### src/hw/fault_mon_pkg.sv
// Purpose: Shared constants and types of the cell fault monitor
// Assumes: 50 MHz system clock, registers reached over APB
// Notes: Register offsets are word indices; byte address is four times the index
package fault_mon_pkg;

  // ==========================================================
  // Register indices
  localparam logic [7:0] IDX_CELL_VOLTAGE_OP = 8'h02; // Trigger, clear, option bits
  localparam logic [7:0] IDX_CELL_SEL_HI = 8'h04; // Cells 16..9 enable
  localparam logic [7:0] IDX_CELL_SEL_LO = 8'h05; // Cells 8..1 enable
  localparam logic [7:0] IDX_OV_TH = 8'h06;
  localparam logic [7:0] IDX_UV_TH = 8'h07;
  localparam logic [7:0] IDX_SPREAD_TH = 8'h08;
  localparam logic [7:0] IDX_DOC_TH = 8'h0b;
  localparam logic [7:0] IDX_OC_DELAY = 8'h0d;
  localparam logic [7:0] IDX_OC_CONNECT = 8'h0e;
  localparam logic [7:0] IDX_COC_TH = 8'h0f;
  localparam logic [7:0] IDX_FAULT = 8'h63;
  localparam logic [7:0] IDX_FAULT2 = 8'h66;
  localparam logic [7:0] IDX_DIRECTION = 8'h67;
  localparam logic [7:0] IDX_MODE = 8'h70; // Scan mode, continuous scan, averaging
  localparam logic [7:0] IDX_CUR_TRIG = 8'h71; // Pack current trigger
  localparam logic [7:0] IDX_SWITCH = 8'h72; // Charge / discharge switch control
  localparam logic [7:0] IDX_IRQ_STATUS = 8'h73;
  localparam logic [7:0] IDX_IRQ_ENABLE = 8'h74;
  localparam logic [7:0] IDX_IRQ_CLEAR = 8'h75;
  localparam logic [7:0] IDX_CUR_RESULT = 8'h76;
  localparam logic [7:0] IDX_SPREAD_RESULT = 8'h77;

  // ==========================================================
  // Field positions
  localparam int VOP_TRIGGER = 0;
  localparam int VOP_CLEAR = 1;
  localparam int VOP_CHG_UV = 5; // charge_during_undervoltage option
  localparam int VOP_DIS_OV = 6; // discharge_during_overvoltage option
  localparam int CONN_COC = 2;
  localparam int CONN_DOC = 7;
  localparam int FLT_OV = 0;
  localparam int FLT_UV = 1;
  localparam int FLT_DOC = 3;
  localparam int FLT_COC = 4;
  localparam int FLT2_SPREAD = 3;
  localparam int DIR_CHG = 6;
  localparam int DIR_DIS = 7;
  localparam int MODE_SCAN = 0;
  localparam int MODE_CONT = 1;
  localparam int MODE_AVG_LO = 2; // Averaging exponent, 3 bits
  localparam int IRQ_DONE = 0;
  localparam int IRQ_FAULT = 1;
  localparam int IRQ_SHUTOFF = 2;
  localparam int IRQ_BITS = 3;

  // ==========================================================
  // Reset values
  localparam logic [7:0] RST_OV_TH = 8'hff;
  localparam logic [7:0] RST_UV_TH = 8'h00;
  localparam logic [7:0] RST_SPREAD_TH = 8'hff;
  localparam logic [7:0] RST_OC_TH = 8'hff;
  localparam logic [7:0] RST_OC_DELAY = 8'h11;
  localparam logic [7:0] RST_CELL_SEL = 8'hff;
  localparam logic [1:0] RST_SWITCH = 2'h3;

  // ==========================================================
  // Timing
  localparam int CLK_PERIOD_NS = 20;
  localparam int MEAS_BASE_NS = 2000; // One unaveraged conversion
  localparam int SCAN_GAP_NS = 1000000; // Pause between continuous scans
  localparam int MEAS_BASE_CYC = (MEAS_BASE_NS + CLK_PERIOD_NS - 1) / CLK_PERIOD_NS;
  localparam int SCAN_GAP_CYC = (SCAN_GAP_NS + CLK_PERIOD_NS - 1) / CLK_PERIOD_NS;
  localparam logic signed [8:0] DIR_LIMIT = 9'sh002; // Current codes above this one count as flowing
  localparam int TIMER_W = 24;

  // ==========================================================
  // Types
  typedef enum logic [1:0] {
    PH_IDLE = 2'b01,
    PH_MEAS = 2'b10
  } phase_t;

  typedef struct packed {
    logic psel;
    logic penable;
    logic pwrite;
    logic [9:0] paddr;
    logic [31:0] pwdata;
  } apb_req_t;

  typedef struct packed {
    logic pready;
    logic pslverr;
    logic [31:0] prdata;
  } apb_rsp_t;

endpackage

### src/hw/cell_fault_monitor.sv
// Purpose: Cell and pack current fault comparison with switch shut-off
// Assumes: Converter results are 8-bit codes on the same scale as thresholds
// Notes: Function
//
// Our own choice: the APB register port.
`timescale 1ns/1ps

module cell_fault_monitor #(
  parameter int CELLS = 16, // Cells managed
  parameter int MEAS_CYC = fault_mon_pkg::MEAS_BASE_CYC, // Unaveraged conversion length
  parameter int GAP_CYC = fault_mon_pkg::SCAN_GAP_CYC // Pause in continuous scan
) (
  input wire logic ref_clk,
  input wire logic reset,
  input wire fault_mon_pkg::apb_req_t apb_req,
  output fault_mon_pkg::apb_rsp_t apb_rsp,
  input wire logic [CELLS*8-1:0] cell_voltage,
  input wire logic signed [8:0] pack_current,
  output logic charge_switch,
  output logic discharge_switch,
  output logic alert_output,
  output logic irq
);
  import fault_mon_pkg::*;

  // ==========================================================
  // Elaboration checks
  generate
    if (CELLS < 2 || CELLS > 16) begin : g_bad_cells
      $error("CELLS must be 2..16");
    end
    if (MEAS_CYC < 1 || GAP_CYC < 1 || (MEAS_CYC << 7) >= (1 << TIMER_W) || GAP_CYC >= (1 << TIMER_W)) begin : g_bad_time
      $error("Timing parameters out of range");
    end
  endgenerate

  // ==========================================================
  // State
  typedef struct packed {
    phase_t phase; // Idle or measuring
    logic do_cells; // Current measurement includes cells
    logic do_current; // Current measurement includes pack current
    logic [TIMER_W-1:0] timer; // Conversion or scan-gap countdown
    logic [7:0] ov_th;
    logic [7:0] uv_th;
    logic [7:0] spread_th;
    logic [7:0] doc_th;
    logic [7:0] coc_th;
    logic [7:0] oc_delay; // Discharge delay high nibble, charge low
    logic [7:0] oc_connect;
    logic [1:0] vop_opt; // Stored option bits of the operation register
    logic [15:0] cell_sel;
    logic scan_mode;
    logic cont_scan;
    logic [2:0] avg;
    logic charge_sw;
    logic discharge_sw;
    logic overvoltage_flag;
    logic undervoltage_flag;
    logic cell_spread_flag;
    logic discharge_overcurrent_flag;
    logic charge_overcurrent_flag;
    logic charge_current_seen;
    logic discharge_current_seen;
    logic [3:0] doc_cnt; // Consecutive discharge violations
    logic [3:0] coc_cnt; // Consecutive charge violations
    logic signed [8:0] cur_res;
    logic [7:0] spread_res;
    logic [IRQ_BITS-1:0] irq_st;
    logic [IRQ_BITS-1:0] irq_en;
    logic [31:0] prdata;
  } state_t;

  state_t q_r; // Registered state
  state_t q_nxt; // Next state

  // ==========================================================
  // Per-cell comparison
  logic [CELLS-1:0] ov_hit; // Enabled cell above overvoltage
  logic [CELLS-1:0] uv_hit; // Enabled cell below undervoltage
  logic [CELLS-1:0][7:0] hi_val; // Enabled value or zero
  logic [CELLS-1:0][7:0] lo_val; // Enabled value or full scale

  genvar gi;
  generate
    for (gi = 0; gi < CELLS; gi++) begin : g_cell
      logic [7:0] v;
      assign v = cell_voltage[gi*8 +: 8];
      assign ov_hit[gi] = q_r.cell_sel[gi] && (v > q_r.ov_th);
      assign uv_hit[gi] = q_r.cell_sel[gi] && (v < q_r.uv_th);
      assign hi_val[gi] = q_r.cell_sel[gi] ? v : 8'h00;
      assign lo_val[gi] = q_r.cell_sel[gi] ? v : 8'hff;
    end
  endgenerate

  logic [7:0] cell_max; // Highest enabled cell
  logic [7:0] cell_min; // Lowest enabled cell
  logic [7:0] spread; // Highest minus lowest

  // Reduction over enabled cells; no enabled cell gives zero spread
  always_comb begin
    cell_max = 8'h00;
    cell_min = 8'hff;
    for (int i = 0; i < CELLS; i++) begin
      if (hi_val[i] > cell_max) begin
        cell_max = hi_val[i];
      end
      if (lo_val[i] < cell_min) begin
        cell_min = lo_val[i];
      end
    end
    spread = (cell_max > cell_min) ? (cell_max - cell_min) : 8'h00;
  end

  // ==========================================================
  // Pack current comparison
  logic signed [8:0] neg_cur; // Discharge magnitude
  logic coc_hit; // Charge current above its threshold
  logic doc_hit; // Discharge current above its threshold
  logic [3:0] doc_need; // Violations required, zero treated as one
  logic [3:0] coc_need;

  assign neg_cur = -pack_current;
  assign coc_hit = (pack_current > 9'sh000) && (pack_current[7:0] > q_r.coc_th);
  assign doc_hit = (pack_current < 9'sh000) && ({1'b0, q_r.doc_th} < neg_cur);
  assign doc_need = (q_r.oc_delay[7:4] == 4'h0) ? 4'h1 : q_r.oc_delay[7:4];
  assign coc_need = (q_r.oc_delay[3:0] == 4'h0) ? 4'h1 : q_r.oc_delay[3:0];

  // ==========================================================
  // Bus decode
  logic [7:0] idx; // Word index of the access
  logic wr_en; // Write access phase
  logic setup; // Setup phase, read data captured here
  logic mapped; // Address decodes to a register
  logic [7:0] rd_val; // Read value of the addressed register

  assign idx = apb_req.paddr[9:2];
  assign wr_en = apb_req.psel && apb_req.penable && apb_req.pwrite;
  assign setup = apb_req.psel && !apb_req.penable;

  // Read mux; write-only and trigger bits read zero
  always_comb begin
    mapped = 1'b1;
    rd_val = 8'h00;
    unique case (idx)
      IDX_CELL_VOLTAGE_OP: rd_val = {1'b0, q_r.vop_opt[1], q_r.vop_opt[0], 5'h00};
      IDX_CELL_SEL_HI: rd_val = q_r.cell_sel[15:8];
      IDX_CELL_SEL_LO: rd_val = q_r.cell_sel[7:0];
      IDX_OV_TH: rd_val = q_r.ov_th;
      IDX_UV_TH: rd_val = q_r.uv_th;
      IDX_SPREAD_TH: rd_val = q_r.spread_th;
      IDX_DOC_TH: rd_val = q_r.doc_th;
      IDX_OC_DELAY: rd_val = q_r.oc_delay;
      IDX_OC_CONNECT: rd_val = q_r.oc_connect;
      IDX_COC_TH: rd_val = q_r.coc_th;
      IDX_FAULT: begin
        rd_val[FLT_OV] = q_r.overvoltage_flag;
        rd_val[FLT_UV] = q_r.undervoltage_flag;
        rd_val[FLT_DOC] = q_r.discharge_overcurrent_flag;
        rd_val[FLT_COC] = q_r.charge_overcurrent_flag;
      end
      IDX_FAULT2: rd_val[FLT2_SPREAD] = q_r.cell_spread_flag;
      IDX_DIRECTION: begin
        rd_val[DIR_CHG] = q_r.charge_current_seen;
        rd_val[DIR_DIS] = q_r.discharge_current_seen;
      end
      IDX_MODE: begin
        rd_val[MODE_SCAN] = q_r.scan_mode;
        rd_val[MODE_CONT] = q_r.cont_scan;
        rd_val[MODE_AVG_LO +: 3] = q_r.avg;
      end
      IDX_CUR_TRIG: rd_val = 8'h00;
      IDX_SWITCH: rd_val = {6'h00, q_r.discharge_sw, q_r.charge_sw};
      IDX_IRQ_STATUS: rd_val = {5'h00, q_r.irq_st};
      IDX_IRQ_ENABLE: rd_val = {5'h00, q_r.irq_en};
      IDX_IRQ_CLEAR: rd_val = 8'h00;
      IDX_CUR_RESULT: rd_val = q_r.cur_res[7:0];
      IDX_SPREAD_RESULT: rd_val = q_r.spread_res;
      default: mapped = 1'b0;
    endcase
  end

  // ==========================================================
  // Next-state logic
  logic start_cells; // Individual cell trigger written
  logic start_cur; // Individual current trigger written
  logic clear_faults; // Clear-fault bit written
  logic [IRQ_BITS-1:0] irq_set; // Events this cycle
  logic [IRQ_BITS-1:0] irq_clr; // Software clear this cycle
  logic shut; // Switches cut by a fault this cycle
  logic fault_new; // Any fault detected this cycle, even if its flag was already set

  always_comb begin
    q_nxt = q_r;
    start_cells = 1'b0;
    start_cur = 1'b0;
    clear_faults = 1'b0;
    irq_set = '0;
    irq_clr = '0;
    shut = 1'b0;
    fault_new = 1'b0;

    // Capture read data in setup so it comes from a flip-flop
    if (setup) begin
      q_nxt.prdata = {24'h000000, rd_val};
    end

    // Register writes take effect in the access phase
    if (wr_en && mapped) begin
      unique case (idx)
        IDX_CELL_VOLTAGE_OP: begin
          start_cells = apb_req.pwdata[VOP_TRIGGER];
          clear_faults = apb_req.pwdata[VOP_CLEAR];
          q_nxt.vop_opt = {apb_req.pwdata[VOP_DIS_OV], apb_req.pwdata[VOP_CHG_UV]};
        end
        IDX_CELL_SEL_HI: q_nxt.cell_sel[15:8] = apb_req.pwdata[7:0];
        IDX_CELL_SEL_LO: q_nxt.cell_sel[7:0] = apb_req.pwdata[7:0];
        IDX_OV_TH: q_nxt.ov_th = apb_req.pwdata[7:0];
        IDX_UV_TH: q_nxt.uv_th = apb_req.pwdata[7:0];
        IDX_SPREAD_TH: q_nxt.spread_th = apb_req.pwdata[7:0];
        IDX_DOC_TH: q_nxt.doc_th = apb_req.pwdata[7:0];
        IDX_OC_DELAY: q_nxt.oc_delay = apb_req.pwdata[7:0];
        IDX_OC_CONNECT: q_nxt.oc_connect = apb_req.pwdata[7:0];
        IDX_COC_TH: q_nxt.coc_th = apb_req.pwdata[7:0];
        IDX_MODE: begin
          q_nxt.scan_mode = apb_req.pwdata[MODE_SCAN];
          // Continuous scan cannot run in idle mode
          q_nxt.cont_scan = apb_req.pwdata[MODE_CONT] && apb_req.pwdata[MODE_SCAN];
          q_nxt.avg = apb_req.pwdata[MODE_AVG_LO +: 3];
          q_nxt.timer = '0;
        end
        IDX_CUR_TRIG: start_cur = apb_req.pwdata[0];
        IDX_SWITCH: begin
          // Host may turn switches back on even while a fault persists
          q_nxt.charge_sw = apb_req.pwdata[0];
          q_nxt.discharge_sw = apb_req.pwdata[1];
        end
        IDX_IRQ_ENABLE: q_nxt.irq_en = apb_req.pwdata[IRQ_BITS-1:0];
        IDX_IRQ_CLEAR: irq_clr = apb_req.pwdata[IRQ_BITS-1:0];
        default: ;
      endcase
    end

    // Clear first so a flag set in the same cycle survives
    if (clear_faults) begin
      q_nxt.overvoltage_flag = 1'b0;
      q_nxt.undervoltage_flag = 1'b0;
      q_nxt.cell_spread_flag = 1'b0;
      q_nxt.discharge_overcurrent_flag = 1'b0;
      q_nxt.charge_overcurrent_flag = 1'b0;
      q_nxt.doc_cnt = 4'h0;
      q_nxt.coc_cnt = 4'h0;
    end

    unique case (q_r.phase)
      PH_IDLE: begin
        // Triggers written while busy are dropped
        if (start_cells || start_cur) begin
          q_nxt.phase = PH_MEAS;
          q_nxt.do_cells = start_cells;
          q_nxt.do_current = start_cur;
          q_nxt.timer = TIMER_W'(MEAS_CYC) << q_nxt.avg;
        end else if (q_r.cont_scan && q_r.scan_mode) begin
          if (q_r.timer == '0) begin
            // System scan measures cells and current together
            q_nxt.phase = PH_MEAS;
            q_nxt.do_cells = 1'b1;
            q_nxt.do_current = 1'b1;
            q_nxt.timer = TIMER_W'(MEAS_CYC) << q_r.avg;
          end else begin
            q_nxt.timer = q_r.timer - 1'b1;
          end
        end
      end
      PH_MEAS: begin
        if (q_r.timer > TIMER_W'(1)) begin
          q_nxt.timer = q_r.timer - 1'b1;
        end else begin
          // Conversion done: faults are judged only here
          q_nxt.phase = PH_IDLE;
          q_nxt.timer = TIMER_W'(GAP_CYC);
          irq_set[IRQ_DONE] = 1'b1;
          if (q_r.do_cells) begin
            q_nxt.spread_res = spread;
            if (|ov_hit) begin
              fault_new = 1'b1;
              q_nxt.overvoltage_flag = 1'b1;
              shut = shut || (q_r.scan_mode && q_r.charge_current_seen);
            end
            if (|uv_hit) begin
              fault_new = 1'b1;
              q_nxt.undervoltage_flag = 1'b1;
              shut = shut || (q_r.scan_mode && q_r.discharge_current_seen);
            end
            if (spread > q_r.spread_th) begin
              fault_new = 1'b1;
              q_nxt.cell_spread_flag = 1'b1;
            end
          end
          if (q_r.do_current) begin
            q_nxt.cur_res = pack_current;
            // Direction only tracked in scan mode
            q_nxt.charge_current_seen = q_r.scan_mode && (pack_current > DIR_LIMIT);
            q_nxt.discharge_current_seen = q_r.scan_mode && (neg_cur > DIR_LIMIT);
            // Counters run in every mode but only gate in continuous scan, else one hit suffices
            q_nxt.doc_cnt = doc_hit ? q_r.doc_cnt + 4'h1 : 4'h0;
            q_nxt.coc_cnt = coc_hit ? q_r.coc_cnt + 4'h1 : 4'h0;
            if (doc_hit && (!q_r.cont_scan || (q_r.doc_cnt + 4'h1 >= doc_need))) begin
              fault_new = 1'b1;
              q_nxt.discharge_overcurrent_flag = 1'b1;
              q_nxt.doc_cnt = 4'h0;
              shut = shut || (q_r.scan_mode && q_r.oc_connect[CONN_DOC]);
            end
            if (coc_hit && (!q_r.cont_scan || (q_r.coc_cnt + 4'h1 >= coc_need))) begin
              fault_new = 1'b1;
              q_nxt.charge_overcurrent_flag = 1'b1;
              q_nxt.coc_cnt = 4'h0;
              shut = shut || (q_r.scan_mode && q_r.oc_connect[CONN_COC]);
            end
          end
          // Cut switches and stop a continuous scan; idle never cuts
          if (shut) begin
            q_nxt.charge_sw = 1'b0;
            q_nxt.discharge_sw = 1'b0;
            q_nxt.cont_scan = 1'b0;
          end
        end
      end
    endcase

    // Sticky interrupt status, set wins over clear
    irq_set[IRQ_FAULT] = fault_new;
    irq_set[IRQ_SHUTOFF] = shut;
    q_nxt.irq_st = (q_r.irq_st & ~irq_clr) | irq_set;
  end

  // ==========================================================
  // State register
  always_ff @(posedge ref_clk or posedge reset) begin
    if (reset) begin
      q_r <= '0;
      q_r.phase <= PH_IDLE;
      q_r.ov_th <= RST_OV_TH;
      q_r.uv_th <= RST_UV_TH;
      q_r.spread_th <= RST_SPREAD_TH;
      q_r.doc_th <= RST_OC_TH;
      q_r.coc_th <= RST_OC_TH;
      q_r.oc_delay <= RST_OC_DELAY;
      q_r.cell_sel <= {RST_CELL_SEL, RST_CELL_SEL};
      q_r.charge_sw <= RST_SWITCH[0];
      q_r.discharge_sw <= RST_SWITCH[1];
    end else begin
      q_r <= q_nxt;
    end
  end

  // ==========================================================
  // Outputs
  assign apb_rsp.pready = 1'b1; // Zero wait states
  assign apb_rsp.pslverr = apb_req.psel && apb_req.penable && !mapped;
  assign apb_rsp.prdata = q_r.prdata;
  assign charge_switch = q_r.charge_sw;
  assign discharge_switch = q_r.discharge_sw;
  assign alert_output = (q_r.phase == PH_MEAS);
  assign irq = |(q_r.irq_st & q_r.irq_en);

endmodule // cell_fault_monitor

### config.mk
export PLATFORM = sky130hd
export DESIGN_NAME = cell_fault_monitor
export DESIGN_NICKNAME = d
export VERILOG_FILES = /design/src/hw/fault_mon_pkg.sv /design/src/hw/cell_fault_monitor.sv
export SDC_FILE = /design/constraint.sdc
export NUM_CORES = 1
export LEC_CHECK = 0
export BUFFER_PORTS_ARGS = -buffer_cell sky130_fd_sc_hd__buf_2
export CELL_PAD_IN_SITES_DETAIL_PLACEMENT = 1
export CELL_PAD_IN_SITES_GLOBAL_PLACEMENT = 1
export CORE_AREA = 3 3 334 270
export DETAILED_ROUTE_END_ITERATION = 10
export DIE_AREA = 0 0 337 273
export GPL_TIMING_DRIVEN = 0
export PLACE_DENSITY = 0.55
export SYNTH_ARGS = -nofsm -noshare
export SYNTH_HDL_FRONTEND = slang
export SYNTH_SLANG_ARGS = --single-unit
### constraint.sdc
create_clock -name ref_clk -period 44.2 [get_ports ref_clk]
set_input_delay 2.21 -clock ref_clk [delete_from_list [all_inputs] [get_ports ref_clk]]
set_output_delay 2.21 -clock ref_clk [all_outputs]
set_load 0.005 [all_outputs]
Word-level counts from Yosys, hierarchy flattened:

Cells that the tools add are included.

* $add $sub $neg: 5
* $lt $le $gt $ge: 75
* eq/ne operators: 28
* shift operators: 2
* mux-type cells: 153
* bitwise gates (word level): 5
* reductions and logical operators: 84

Operator list (number)
* 8-bit two-way mux: 76
* 8-bit > comparator: 34
* 8-bit < comparator: 31
* 105-bit two-way mux: 1
* 8-bit by 7-bit == test with 1-bit output (second input constant): 11
* 24-bit two-way mux: 3
* 34-bit two-way mux: 2
* 28-bit two-way mux: 2
* 1-bit logical AND: 49
* 24-bit case mux with 2 select lines: 1
* 7-bit by 3-bit << shifter with 24-bit output (first input constant): 2
* 1-bit two-way mux: 44
* 8-bit by 4-bit == test with 1-bit output (second input constant): 5
* 8-bit by 3-bit == test with 1-bit output (second input constant): 4
* 2-bit case mux with 16 select lines: 1
* 16-bit OR reduction: 2
* 4-bit two-way mux: 7
* 1-bit case mux with 14 select lines: 2
* 2-bit case mux with 13 select lines: 1
* 2-bit AND reduction: 13
* 24-bit by 1-bit > comparator with 1-bit output (second input constant): 1
* 24-bit zero test: 1
* 24-bit by 1-bit subtractor with 24-bit output (second input constant): 1
* 21-bit two-way mux: 1
* 34 further kinds: 57

* register bits: 155
* input port bits: 184
* output and inout bits: 38
* word-level logic and storage cells: 385

Depth between registers and ports, before layout:

* word-level depth: 44
* mapped depth: 179
* depth with buffers taken out: 171

Worst setup path before layout:

No wires, ideal clock.

* kind: input port to flip-flop
* start: input cell_voltage[14]
* end: register q_r[36] (netlist bit)
* library setup time: 0.132 ns
* data arrival time: 32.376 ns
* data required time: 44.068 ns
* slack: 11.692 ns
* stages on the path: 160
* buffers on the path: 6
* path through: and2_1 > ha_1 > a21o_1 > a21oi_1 > nor2_1 > a21oi_1 > clkbuf_1 > nor2b_1 > a31oi_1 > ha_1 > a21o_1 > a21oi_2 > nand3_2 > nand2_1 > clkbuf_1 > o21ai_0 > ha_1 > nand4_1 > [124 not listed] > nand2b_1 > a21o_1 > a21o_1 > a21oi_1 > nor2b_1 > o22ai_1 > nor2_1 > ha_1 > nor2b_1 > o21a_1 > o21ai_0 > nand2b_1 > a21oi_1 > nor2_1 > a211oi_1 > nor3_1 > a211oi_1 > nand4_1

RTL lines
* start: declaration: line cell_fault_monitor.sv:17 `input wire logic [CELLS*8-1:0] cell_voltage,`
* end signal: assignment: line cell_fault_monitor.sv:353 `q_r <= q_nxt;`
* end: declaration: line cell_fault_monitor.sv:74 `state_t q_r;`

==> qor.yml <==
final_layout:
  design_area_um2: 29080
  layout.cells.non_filler: 4636
  num-nets-final: 4162
  drive_gt1_frac: 0.1420
  layout-area-overhead-vs-synth_pct: 11.77
  nFillCells: 10590
die:
  coreArea_um2: 87260
  die_h_um: 273
  die_w_um: 337
  pin_count: 222
  rows: 97
  initial_core_util: 0.2982
  dieArea_um2: 92000
route:
  drt_pre_antenna_iters: 5
  post_drt_wl_per_cell_um: 23.49
  antenna_left: 0
  vias_per_cell: 5.531
  drt_iter0_markers: 1822
  drc_errors: 0
  drt_wl_total_um: 108900
  vias: 25640
sta:
  worst_pin_slew_ns: 1.490
  slew_violations: 0
  hold_viol_final: 0
  hold_ws_ns: 0.4816
  finalCritPeriodShare: 0.9118
  setup_viol: 0
  timing.final.crit_period_ns: 40.30
  slew_headroom: 0.005449
  fmax_mhz: 24.81
  tns_ns: 0
  rsz0062_at_grt: "false"
  skew_ns: 0.02104
logic_synthesis:
  ys_ff_latch: 154
  yosysUniqueCellTypes: 115
  synth-seq-area-share: 0.1507
  synth-main-ff-cell: "dfrtp_1"
  netlist_instances: 3268
  synth_edf_count: 0
  syn_avg_cell_area_um2: 7.961
  syn_area_um2: 26020
  yosysWarnings: 0
  synthArstFlopShare: 1.000
critical_path:
  cp_slowest_cell: "a211oi_1"
  cp.buffers_inverters: 10
  cp-start-kind: "input port"
  cp_data_required_time_ns: 44.51
  crit_fanout: 10
  cp_top_family: "compound AO/OA/AOI/OAI gates"
  critPathKind: "input port to flop"
  max_stage_delay_ns: 0.72
  r2r_cells: 163
  cp-end-kind: "flop"
  r2r_slack_ns: 4.14
  r2r_start: "q_r[77]$_DFFE_PP1P_"
  r2r_end: "q_r[36]$_DFF_PP0_"
  cp_common_cell: "ha_1"
  arrival_ns: 40.61
min_path:
  hold_path_end: "q_r[43]$_DFFE_PP0P_"
  hp-start: "q_r[43]$_DFFE_PP0P_"
  hold_depth: 2
  hold_path_class: "flop to flop"
place:
  gp_congestion: 0.8703
  place_area_um2: 28430
  hpwl_um: 88570
  dp_cells: 4598
  port_buffers: 166
clock_tree:
  cts_sinks: 154
  cts_resized: 0
  cts_tree: "built"
  root_buffer: "clkbuf_16"
  htree_num_levels: 4
  post_cts_buffers: 0
  clkTransAtPathRegs_ns: 0.07
  cts_inserted_buffers: 17
  postCtsHoldBufs: 0
  ctsLongestPathBuffers: 2
  clock_latency_ns: 0.46
run:
  maxCapViolations: 2
global_routing:
  track_usage: 0.2327
  grt.overflow.total: 0
  grt_start_max_net_pins: 79
  antenna_found_initial: 15
  grt_pass1_vias: 25410
  grt_first_pass_wirelength_um: 162800
status:
  status: "complete, but fails checks"
  failed_checks: "max-capacitance violations"
==> how the worst max path moves through the flow <==
stage,startpoint,end,slack (ns),cells after the start
floorplan,cell_voltage[14],q_r[36]$_DFF_PP0_,11.69,160
global placement,cell_voltage[14],q_r[36]$_DFF_PP0_,3.90,163
detailed placement,cell_voltage[14],q_r[36]$_DFF_PP0_,3.82,162
CTS,cell_voltage[14],q_r[36]$_DFF_PP0_,4.19,162
global route,cell_voltage[14],q_r[36]$_DFF_PP0_,0.89,164
finish,cell_voltage[14],q_r[36]$_DFF_PP0_,3.90,162
==> sequential cells by signal, indices dropped and copies added, names as in the netlist <==
name,count
charge_switch,1
apb_rsp,8
q_r,144
discharge_switch,1
==> layout make-up <==
type,instances,area [µm²],area share
Tap cell,1138,1424,0.04896
Clock inverter,14,175.2,0.006024
Sequential cell,154,3920,0.1348
Inverter,202,765.7,0.02633
Clock buffer,18,439.2,0.01510
Antenna cell,5,12.51,0.0004303
Buffer,123,601.8,0.02070
Timing Repair Buffer,170,918.4,0.03158
Multi-Input combinational cell,2812,20820,0.7161
==> layout by cell type (no fill, tap or decap), types with 23 or more instances in the layout <==
master	count
nor3_1	45
o21a_1	26
nand3_1	65
a21oi_1	223
inv_1	198
dfrtp_1	101
a31oi_1	23
o211ai_1	39
mux2_2	132
buf_2	168
xnor2_1	23
dfstp_2	53
clkbuf_1	78
and2_1	78
nand2_1	323
a21o_1	118
buf_4	35
nor2_1	189
a22oi_1	23
conb_1	25
and3_1	34
mux2i_1	53
ha_1	497
nor2b_1	139
nand4_1	78
o21ai_0	191
nand2b_1	137
==> routing by layer <==
metal  up-vias  part of all wire  routed length, µm  GRT usage
li1      12410                 -                  -          -
met1     12680              0.53              57340     0.3604
met2       499              0.42              45840     0.3528
met3        48             0.042               4603    0.01950
met4         0             0.010               1092    0.03363
met5         -                 0                  0          0
==> kinds of logic (layout without fill, tap and decap cells) <==
kind of cell | count (synthesis) | count (layout) | share of synthesized area
flops | 154 | 154 | 0.1507
compound gates | 870 | 870 | 0.2273
other cells | 2 | 30 | 0.0002887
fa+ha+maj | 499 | 499 | 0.2402
xor+xnor | 38 | 38 | 0.01279
buf+inv | 325 | 527 | 0.05227
mux | 192 | 192 | 0.08108
simple gates | 1188 | 1188 | 0.2354
==> tightest hold or removal path, stage by stage, from the launching register on <==
cell	delay, ns
dfrtp_1	0.35
nand2_1	0.05
nand2_1	0.05
==> stage by stage <==
stage                     worst slack [ns]  utilization
after global placement               3.899       0.3250
after detailed placement             3.822       0.3258
final                                3.897       0.3333
after global routing                0.8874       0.3332
after floorplan                      11.69            -
after CTS                            4.186       0.3328
==> synthesized netlist by cell type, types with 13 or more instances <==
master    instances  area, µm²
xnor2_1          23      201.4
dfstp_2          53       1393
a222oi_1         13      130.1
xor2_1           15      131.4
inv_1           199      747.0
and2_1           78      488.0
and3_1           34      212.7
a221oi_1         17      148.9
a21o_1          118      885.9
nand3_1          65      325.3
a211oi_1         14      105.1
a21oi_1         223       1116
nor2b_1         139      869.6
o211ai_1         39      292.8
mux2i_1          53      530.5
nand2_1         323       1212
mux2_2          132       1486
nor2_1          189      709.4
a31oi_1          23      143.9
clkbuf_1         78      292.8
nand2b_1        137      857.1
dfrtp_1         101       2527
o22ai_1          15      93.84
o21a_1           26      195.2
nand3b_1         21      157.7
a22oi_1          23      172.7
nor3_1           45      225.2
buf_4            35      262.8
o21ai_0         191      955.9
ha_1            497       6218
nor4_1           17      106.4
nand4_1          78      488.0
or2_2            16      100.1
Power is not shown: default switching activity piles up to over one toggle a cycle in this logic, so the estimate is an artifact.
